`config.mk`:
```
export PLATFORM = sky130hd
export DESIGN_NAME = mtcs_top
export DESIGN_NICKNAME = d
export VERILOG_FILES = /design/src/rtl/mtcs_pkg.sv /design/src/rtl/mtcs_top.sv
export SDC_FILE = /design/constraint.sdc
export NUM_CORES = 1
export LEC_CHECK = 0
export BUFFER_PORTS_ARGS = -buffer_cell sky130_fd_sc_hd__buf_2
export CORE_UTILIZATION = 25
export DETAILED_ROUTE_END_ITERATION = 8
export SLEW_MARGIN = 10
export SYNTH_ARGS = -nofsm -noshare
export SYNTH_HDL_FRONTEND = slang
export SYNTH_SLANG_ARGS = --single-unit
```
`constraint.sdc`:
```
create_clock -name clk_sys -period 7.8 [get_ports clk_sys]
set_input_delay 1.17 -clock clk_sys [delete_from_list [all_inputs] [get_ports clk_sys]]
set_output_delay 1.17 -clock clk_sys [all_outputs]
set_load 0.02 [all_outputs]
```
`src/rtl/mtcs_pkg.sv`:
```
// package: register map, field layouts, timing and event types of the transmit block
package mtcs_pkg;
   // clock and medium timing, in their own units
   localparam int unsigned CLK_PERIOD_NS = 10;
   localparam int unsigned SLOT_TIME_NS  = 51200;  // 51.2 us
   localparam int unsigned HB_WINDOW_NS  = 6400;   // 6.4 us
   // slot threshold rounds up, heartbeat window rounds down
   localparam int unsigned SLOT_CYC_DEF  = (SLOT_TIME_NS + CLK_PERIOD_NS - 1) / CLK_PERIOD_NS;
   localparam int unsigned HB_CYC        = HB_WINDOW_NS / CLK_PERIOD_NS;
   localparam int unsigned CYC_W         = 16;

   // register offsets
   localparam logic [7:0] XMIT_STATUS_ADDR = 8'h04;
   localparam logic [7:0] COLL_COUNT_ADDR  = 8'h05;
   localparam logic [7:0] XMIT_STATE_ADDR  = 8'h06;
   localparam logic [7:0] XMIT_CONFIG_ADDR = 8'h0d;

   // retry and backoff figures
   localparam logic [4:0] MAX_ATTEMPTS = 5'h10;
   localparam logic [4:0] COLLISION_OFFSET_ENABLE_COLLS   = 5'h03;
   localparam logic [3:0] BO_LIMIT     = 4'ha;
   localparam logic [3:0] COLLISION_OFFSET_ENABLE_BASE    = 4'h3;

   // remote disable hash slots
   localparam logic [5:0] HASH_DISABLE = 6'h3e;
   localparam logic [5:0] HASH_ENABLE  = 6'h3f;

   // backoff random source
   localparam logic [15:0] LFSR_SEED = 16'hace1;
   localparam logic [15:0] LFSR_TAPS = 16'hb400;

   // loopback encodings
   typedef enum logic [1:0] {
      LB_NORMAL    = 2'b00,
      LB_INTERNAL  = 2'b01,
      LB_EXT_PIN   = 2'b10,
      LB_EXT_QUIET = 2'b11
   } mtcs_lb_t;

   // transmit_configuration layout
   typedef struct packed {
      logic [2:0] rsvd;
      logic       collision_offset_enable;
      logic       auto_transmit_disable;
      mtcs_lb_t   loopback_sel;  // high bit loopback_sel_high
      logic       crc_inhibit;
   } mtcs_cfg_t;

   // transmit_status layout
   typedef struct packed {
      logic late_collision_flag;
      logic heartbeat_missing;
      logic fifo_underrun_flag;
      logic carrier_lost;
      logic excess_collision_abort;
      logic collided;
      logic rsvd;
      logic packet_sent_ok;
   } mtcs_status_t;

   localparam mtcs_cfg_t    CFG_RESET    = '0;
   localparam mtcs_status_t STATUS_RESET = '0;

   // serializer events, one-cycle pulses
   typedef struct packed {
      logic preamble_done;
      logic frame_done;
      logic underrun;
   } mtcs_ser_evt_t;

   // receive multicast hash hit
   typedef struct packed {
      logic       hit;
      logic [5:0] idx;
   } mtcs_hash_evt_t;

   // transmit sequencer states
   typedef enum logic [1:0] {
      ST_IDLE    = 2'b00,
      ST_SEND    = 2'b01,
      ST_BACKOFF = 2'b10,
      ST_IFG     = 2'b11
   } mtcs_state_t;
endpackage

```
`src/rtl/mtcs_top.sv`:
```
// transmit configuration, sequencing and transmit status of the mac
// Functional notes
// - loopback field clears to zero at reset
// - append fcs unless crc inhibit set
// - crc inhibit still honoured during loopback
// - decode four loopback modes from two bits
// - only mode 2 drives loopback pin high
// - hash 62 disables, 63 enables transmitter
// - clearing auto disable re-enables transmitter
// - offset mode widens first three backoffs
// - otherwise truncated binary exponential backoff
// - status clears when host starts transmission
// - status bits low unless event occurs
// - sent ok only without abort or underrun
// - flag collisions and count them
// - abort after sixteen attempts in total
// - flag carrier loss, keep transmitting
// - underrun sets flag and aborts packet
// - flag missing heartbeat in 6.4 us window
// - flag late collision, reschedule as usual
//
// Decided for this implementation: strobed register access.
`timescale 1ns/1ns
module mtcs_top #(
   parameter int unsigned SLOT_CYC = mtcs_pkg::SLOT_CYC_DEF  // cycles per slot time
) (
   input  wire logic                     clk_sys,
   input  wire logic                     rst_n,
   input  wire logic [7:0]               reg_addr,
   input  wire logic [7:0]               reg_wdata,
   input  wire logic                     reg_wr,
   input  wire logic                     reg_rd,
   output logic [7:0]                    reg_rdata,
   input  wire logic                     tx_go,
   input  wire mtcs_pkg::mtcs_ser_evt_t  ser_evt,
   input  wire mtcs_pkg::mtcs_hash_evt_t hash_evt,
   input  wire logic                     carrier_sense_pin,
   input  wire logic                     collision_pin,
   output logic                          transmit_enable_out,
   output logic                          append_fcs,
   output logic                          loopback_pin,
   output logic                          internal_loopback,
   output logic                          external_loopback,
   output logic                          tx_busy
);
   import mtcs_pkg::*;

   // counter limits at counter width
   localparam logic [CYC_W-1:0] SLOT_LAST = CYC_W'(SLOT_CYC - 1);
   localparam logic [CYC_W-1:0] SLOT_FULL = CYC_W'(SLOT_CYC);
   localparam logic [CYC_W-1:0] HB_LAST   = CYC_W'(HB_CYC - 1);

   // refuse slot counts the counter cannot hold
   if (SLOT_CYC < 2 || SLOT_CYC > 65535) begin : g_bad_slot
      $error("SLOT_CYC out of range");
   end

   mtcs_cfg_t         cfg_q;       // transmit_configuration
   mtcs_status_t      stat_q;      // transmit_status
   mtcs_state_t       st_q;        // sequencer state
   logic [CYC_W-1:0]  cyc_q;       // cycle timer
   logic [9:0]        slot_q;      // backoff slots left
   logic [4:0]        coll_cnt_q;  // collision_count
   logic              transmit_enable_out_q;      // transmit enable flop
   logic              tx_off_q;    // remote disable latch
   logic              crs_mon_q;   // carrier watch armed
   logic              hb_seen_q;   // heartbeat observed
   logic [15:0]       lfsr_q;      // random source
   logic              crs_meta_q;  // carrier sync stage 1
   logic              crs_q;       // carrier sync stage 2
   logic              col_meta_q;  // collision sync stage 1
   logic              col_q;       // collision sync stage 2
   logic              col_prev_q;  // collision edge history

   // decoded conditions
   logic              go_ok;
   logic              in_send;
   logic              col_rise;
   logic              urun;
   logic              coll_take;
   logic              done;
   logic              last_try;
   logic              late;
   logic              hb_end;
   logic [4:0]        coll_next;
   logic [3:0]        bo_exp;
   logic [9:0]        bo_mask;

   // configuration register, write only
   always_ff @(posedge clk_sys) begin
      if (!rst_n) begin
         cfg_q <= CFG_RESET;
      end else if (reg_wr && reg_addr == XMIT_CONFIG_ADDR) begin
         cfg_q <= mtcs_cfg_t'({3'h0, reg_wdata[4:0]});
      end
   end

   // fcs control holds in every loopback mode
   assign append_fcs = !cfg_q.crc_inhibit;

   // loopback decode; pin only high in mode 2
   assign loopback_pin      = (cfg_q.loopback_sel == LB_EXT_PIN);
   assign internal_loopback = (cfg_q.loopback_sel == LB_INTERNAL);
   assign external_loopback = cfg_q.loopback_sel[1];

   // pin synchronisers
   always_ff @(posedge clk_sys) begin
      if (!rst_n) begin
         crs_meta_q <= 1'b0;
         crs_q      <= 1'b0;
         col_meta_q <= 1'b0;
         col_q      <= 1'b0;
         col_prev_q <= 1'b0;
      end else begin
         crs_meta_q <= carrier_sense_pin;
         crs_q      <= crs_meta_q;
         col_meta_q <= collision_pin;
         col_q      <= col_meta_q;
         col_prev_q <= col_q;
      end
   end

   // free running random source for backoff
   always_ff @(posedge clk_sys) begin
      if (!rst_n) begin
         lfsr_q <= LFSR_SEED;
      end else begin
         lfsr_q <= {lfsr_q[14:0], ^(lfsr_q & LFSR_TAPS)};
      end
   end

   // event decode; underrun beats collision beats frame end
   assign in_send   = (st_q == ST_SEND);
   assign col_rise  = col_q && !col_prev_q;
   assign go_ok     = tx_go && (st_q == ST_IDLE) && !tx_off_q;
   assign urun      = in_send && ser_evt.underrun;
   assign coll_take = in_send && col_rise && !ser_evt.underrun;
   assign done      = in_send && ser_evt.frame_done && !col_rise && !ser_evt.underrun;
   assign coll_next = coll_cnt_q + 5'h01;
   assign last_try  = (coll_next == MAX_ATTEMPTS);
   assign late      = (cyc_q >= SLOT_FULL);
   assign hb_end    = (st_q == ST_IFG) && (cyc_q == HB_LAST);

   // backoff window for the collision about to be counted
   always_comb begin
      if (cfg_q.collision_offset_enable && coll_next <= COLLISION_OFFSET_ENABLE_COLLS) begin
         bo_exp = COLLISION_OFFSET_ENABLE_BASE + coll_next[3:0];
      end else if (coll_next > {1'b0, BO_LIMIT}) begin
         bo_exp = BO_LIMIT;
      end else begin
         bo_exp = coll_next[3:0];
      end
      bo_mask = 10'((11'h001 << bo_exp) - 11'h001);
   end

   // transmit sequencer with timer and backoff slots
   always_ff @(posedge clk_sys) begin
      if (!rst_n) begin
         st_q   <= ST_IDLE;
         cyc_q  <= '0;
         slot_q <= '0;
         transmit_enable_out_q <= 1'b0;
      end else begin
         unique case (st_q)
            // wait for host start
            ST_IDLE: begin
               cyc_q <= '0;
               if (go_ok) begin
                  st_q   <= ST_SEND;
                  transmit_enable_out_q <= 1'b1;
               end
            end
            // frame on the wire, timer saturates
            ST_SEND: begin
               if (cyc_q != '1) begin
                  cyc_q <= cyc_q + 1'b1;
               end
               if (urun) begin
                  st_q   <= ST_IDLE;
                  transmit_enable_out_q <= 1'b0;
               end else if (coll_take) begin
                  cyc_q  <= '0;
                  transmit_enable_out_q <= 1'b0;
                  if (last_try) begin
                     st_q <= ST_IDLE;
                  end else begin
                     st_q   <= ST_BACKOFF;
                     slot_q <= lfsr_q[9:0] & bo_mask;
                  end
               end else if (done) begin
                  st_q   <= ST_IFG;
                  cyc_q  <= '0;
                  transmit_enable_out_q <= 1'b0;
               end
            end
            // count down whole slot times, then retry
            ST_BACKOFF: begin
               if (slot_q == 10'h000) begin
                  st_q   <= ST_SEND;
                  cyc_q  <= '0;
                  transmit_enable_out_q <= 1'b1;
               end else if (cyc_q == SLOT_LAST) begin
                  cyc_q  <= '0;
                  slot_q <= slot_q - 10'h001;
               end else begin
                  cyc_q <= cyc_q + 1'b1;
               end
            end
            // heartbeat window after the frame
            ST_IFG: begin
               if (hb_end) begin
                  st_q <= ST_IDLE;
               end else begin
                  cyc_q <= cyc_q + 1'b1;
               end
            end
         endcase
      end
   end

   assign transmit_enable_out = transmit_enable_out_q;
   assign tx_busy             = (st_q != ST_IDLE);

   // collision count, cleared per transmission
   always_ff @(posedge clk_sys) begin
      if (!rst_n) begin
         coll_cnt_q <= '0;
      end else if (go_ok) begin
         coll_cnt_q <= '0;
      end else if (coll_take) begin
         coll_cnt_q <= coll_next;
      end
   end

   // carrier watch armed after preamble, ends with enable
   always_ff @(posedge clk_sys) begin
      if (!rst_n) begin
         crs_mon_q <= 1'b0;
      end else if (!in_send || coll_take || urun || done) begin
         crs_mon_q <= 1'b0;
      end else if (ser_evt.preamble_done) begin
         crs_mon_q <= 1'b1;
      end
   end

   // heartbeat seen during window
   always_ff @(posedge clk_sys) begin
      if (!rst_n) begin
         hb_seen_q <= 1'b0;
      end else if (st_q != ST_IFG) begin
         hb_seen_q <= 1'b0;
      end else if (col_q) begin
         hb_seen_q <= 1'b1;
      end
   end

   // remote transmitter disable
   always_ff @(posedge clk_sys) begin
      if (!rst_n) begin
         tx_off_q <= 1'b0;
      end else if (!cfg_q.auto_transmit_disable) begin
         tx_off_q <= 1'b0;
      end else if (hash_evt.hit && hash_evt.idx == HASH_DISABLE) begin
         tx_off_q <= 1'b1;
      end else if (hash_evt.hit && hash_evt.idx == HASH_ENABLE) begin
         tx_off_q <= 1'b0;
      end
   end

   // status: cleared on start, events then set bits
   always_ff @(posedge clk_sys) begin
      if (!rst_n) begin
         stat_q <= STATUS_RESET;
      end else begin
         if (go_ok) begin
            stat_q <= STATUS_RESET;
         end
         if (coll_take) begin
            stat_q.collided <= 1'b1;
            if (late) begin
               stat_q.late_collision_flag <= 1'b1;
            end
            if (last_try) begin
               stat_q.excess_collision_abort <= 1'b1;
            end
         end
         if (urun) begin
            stat_q.fifo_underrun_flag <= 1'b1;
         end
         if (crs_mon_q && in_send && !crs_q) begin
            stat_q.carrier_lost <= 1'b1;
         end
         if (done) begin
            stat_q.packet_sent_ok <= 1'b1;
         end
         if (hb_end && !hb_seen_q && !col_q) begin
            stat_q.heartbeat_missing <= 1'b1;
         end
      end
   end

   // read port; data valid only in the cycle after the strobe
   always_ff @(posedge clk_sys) begin
      if (!rst_n) begin
         reg_rdata <= '0;
      end else if (reg_rd) begin
         case (reg_addr)
            XMIT_STATUS_ADDR: reg_rdata <= stat_q;
            COLL_COUNT_ADDR:  reg_rdata <= {3'h0, coll_cnt_q};
            XMIT_STATE_ADDR:  reg_rdata <= {4'h0, tx_off_q, transmit_enable_out_q, st_q};
            default:          reg_rdata <= '0;
         endcase
      end else begin
         reg_rdata <= '0;
      end
   end
endmodule

```
==> results.py <==
metrics = {
    "routing": {
        "wl_mm": 9.34,
        "ant_nets": 0,
        "drtPass1Iterations": 4,
        "vias_per_cell": 4.82,
        "num_vias": 3443,
        "wl_per_cell_um": 13.1,
        "drc_errors": 0,
        "drt_iter0_drc": 227,
    },
    "clocking": {
        "cts-root-buf": "clkbuf_16",
        "cts_hold_buffers": 0,
        "clkSlewWorstSetupHoldPaths_ns": 0.06,
        "clkSinkCount": 78,
        "clock_latency_ns": 0.34,
        "cts_setup_buffers": 0,
        "cts_buffers": 9,
        "htreeDepth": 3,
        "postCtsResizedCells": 0,
        "clk_path_buf_depth": 2,
        "tritoncts": "done",
    },
    "power_and_ir_drop": {
        "pwr_density_cell_nw_per_um2": 205,
        "vdd_drop_max_mv": 0.101,
        "leakagePower_uw": 0.00181,
    },
    "floorplan": {
        "start_util_pct": 25.6,
        "die_area_um2": 16800,
        "num_io_pins": 47,
        "die_h_um": 129,
        "die-width_um": 129,
        "coreArea_um2": 15900,
        "rows": 46,
    },
    "placed_design": {
        "gp_congestion": 0.784,
        "io_buffers": 43,
        "place_area_um2": 4440,
        "dp_hpwl_mm": 6.88,
        "dp_slack_ns": 3.77,
    },
    "synth": {
        "syn-num-nets": 502,
        "ys_ff_latch": 78,
        "syn_area_um2": 4060,
        "synthArstFlopShare_pct": 0,
        "synthDistinctLibCells": 79,
        "synth_edf_count": 0,
        "synth_ff_type": "dfxtp_1",
        "yosys_warnings": 0,
        "syn_area_per_cell_um2": 8.83,
        "yosysSeqAreaShare_pct": 38.4,
        "syn_inst": 460,
    },
    "global_routing": {
        "grtUsageMet1_pct": 15.3,
        "use_met3_pct": 2.64,
        "grt_pass1_vias": 3301,
        "met2_usage_pct": 18.8,
        "grt.overflow.total": 0,
        "grt_start_max_net_pins": 57,
        "gr-max-usage-layer": "met2",
        "grt_antenna_before_repair": 0,
        "grt_pass1_wl_mm": 15.8,
        "groute.usage.overall_pct": 11.9,
    },
    "sta": {
        "rsz0062_at_grt": "no",
        "whs_ns": 0.416,
        "min_period_ns": 4.05,
        "hold_viol_final": 0,
        "finalClockSkew_ns": 0.00719,
        "maxSlewHeadroom_pct": 41.3,
        "max_freq_ghz": 0.247,
        "worst_pin_slew_ns": 0.881,
        "finalCritPeriodShare_pct": 51.9,
        "setup_viol": 0,
        "setup_ws_ns": 3.75,
        "tns_ns": 0,
        "slew_violations": 0,
    },
    "cells_and_area": {
        "fin_util_pct": 29.9,
        "syn2layout_area_growth_pct": 17.0,
        "stdcell_area_um2": 4750,
        "drive_above_1_share_pct": 16.1,
        "fin_nets": 535,
        "n_antenna_cell": 0,
    },
    "setup_path": {
        "r2r_start": "coll_cnt_q[0]$_SDFFE_PP0P_",
        "cp-endpoint": "slot_q[8]$_SDFFE_PN0P_",
        "critical_path_class": "reg2reg",
        "cp.required_ns": 8.03,
        "crit_path_end_kind": "register",
        "crit_start": "coll_cnt_q[0]$_SDFFE_PP0P_",
        "reg2reg_slack_ns": 3.75,
        "setup.worst_path.start_class": "register",
        "timing.rr.end": "slot_q[8]$_SDFFE_PN0P_",
        "reg2regPathDepth": 12,
        "cp_max_fo": 12,
        "arrival_ns": 4.27,
    },
    "hold_path": {
        "hold_path_class": "reg2reg",
    },
    "run": {
        "cap_violations": 0,
    },
    "run_status": {
        "outcome": "finished, final reports clean",
    },
}
## critical path, cell delays in order, from the launching register on
cell	delay, ns
dfxtp_1	0.63
inv_1	0.19
ha_1	0.48
o31ai_4	0.30
a221oi_4	0.09
a211oi_2	0.47
nand2_1	0.21
or3_1	0.41
ha_1	0.29
inv_1	0.16
nor2_1	0.09
a311o_1	0.37
o221a_1	0.23
## per-stage QoR
step	std cells	total power [uW]
2_1_floorplan	460	507
3_3_place_gp	698	535
3_5_place_dp	698	536
4_1_cts	714	982
5_1_grt	714	1020
6_report	714	973
## worst min path at each step
stage / slack, ns / cells after the start / start / endpoint
after floorplan: 0.39 / 1 / lfsr_q[14]$_SDFF_PN0_ / lfsr_q[15]$_SDFF_PN1_
after global placement: 0.40 / 1 / lfsr_q[14]$_SDFF_PN0_ / lfsr_q[15]$_SDFF_PN1_
after detailed placement: 0.41 / 1 / lfsr_q[14]$_SDFF_PN0_ / lfsr_q[15]$_SDFF_PN1_
after CTS: 0.42 / 1 / lfsr_q[14]$_SDFF_PN0_ / lfsr_q[15]$_SDFF_PN1_
after global routing: 0.46 / 1 / col_meta_q$_SDFF_PN0_ / col_q$_SDFF_PN0_
final: 0.42 / 1 / lfsr_q[14]$_SDFF_PN0_ / lfsr_q[15]$_SDFF_PN1_
## synth_stat cells (3+ instances only)
| master | instances | share of area [%] |
|---|---|---|
| dfxtp_1 | 78 | 38 |
| nand2_1 | 35 | 3.2 |
| nor2_1 | 35 | 3.2 |
| a21oi_1 | 23 | 2.8 |
| and2_1 | 22 | 3.4 |
| nand3_1 | 17 | 2.1 |
| inv_1 | 15 | 1.4 |
| o21ai_0 | 15 | 1.8 |
| nor2b_1 | 14 | 2.2 |
| xor2_1 | 13 | 2.8 |
| clkbuf_1 | 12 | 1.1 |
| nand2b_1 | 12 | 1.8 |
| o21ai_1 | 12 | 1.5 |
| nor3_1 | 11 | 1.4 |
| mux2i_1 | 10 | 2.5 |
| a31oi_1 | 9 | 1.4 |
| ha_1 | 9 | 2.8 |
| nand4_1 | 9 | 1.4 |
| xnor2_1 | 9 | 1.9 |
| and3_1 | 8 | 1.2 |
| a32o_1 | 5 | 1.2 |
| nor4_1 | 4 | 0.62 |
| o21a_1 | 4 | 0.74 |
| o22ai_1 | 4 | 0.62 |
| a21boi_1 | 3 | 0.55 |
| buf_2 | 3 | 0.37 |
| buf_6 | 3 | 0.83 |
| or3_1 | 3 | 0.46 |
## cell type report
class / instances / area [um2]
Clock inverter: 5 / 83.8
Fill cell: 1742 / 11100
Timing Repair Buffer: 43 / 215
Inverter: 15 / 56.3
Multi-Input combinational cell: 346 / 2330
Sequential cell: 78 / 1560
Clock buffer: 11 / 233
Tap cell: 216 / 270
## per-layer routing
metal | up-vias | part of all wire [%]
li1 | 1722 | -
met1 | 1635 | 48
met2 | 68 | 47
met3 | 18 | 3.9
met4 | 0 | 1.9
met5 | - | 0
## state kept, by name, indices dropped and copies added, names as in the netlist, 2 cells and up
name        cells
cfg_q           4
cyc_q          16
st_q            2
coll_cnt_q      5
reg_rdata       8
lfsr_q         16
slot_q         10
stat_q          7
## logic make-up after synthesis
family / count (synthesis) / synth area share (%)
AOI/OAI and AO/OA: 113 / 20.9
and+or+nand+nor: 190 / 25.8
xor gates and xnor gates: 24 / 5.54
buffers and inverters: 36 / 4.10
adders and majority gates: 9 / 2.77
DFF: 78 / 38.4
muxes: 10 / 2.46
## layout by cell type, fill, tap and decap left out, drive strengths merged, types with 14 or more instances in the layout
cell | netlist | layout
inv | 15 | 15
a21oi | 24 | 24
buf | 8 | 43
nand2 | 36 | 36
nor2 | 36 | 36
nand3 | 20 | 20
o21ai | 27 | 27
nor2b | 14 | 14
dfxtp | 78 | 78
and2 | 22 | 22
xor2 | 14 | 14
## power breakdown
| group | leakage [uW] | switching, uW | internal [uW] |
|---|---|---|---|
| Clock | 0.000146 | 164 | 281 |
| Sequential | 0.000635 | 15.6 | 412 |
| Combinational | 0.00103 | 61.6 | 39.6 |
| Total | 0.00181 | 241 | 733 |
Power figures use the tool's default switching activity.
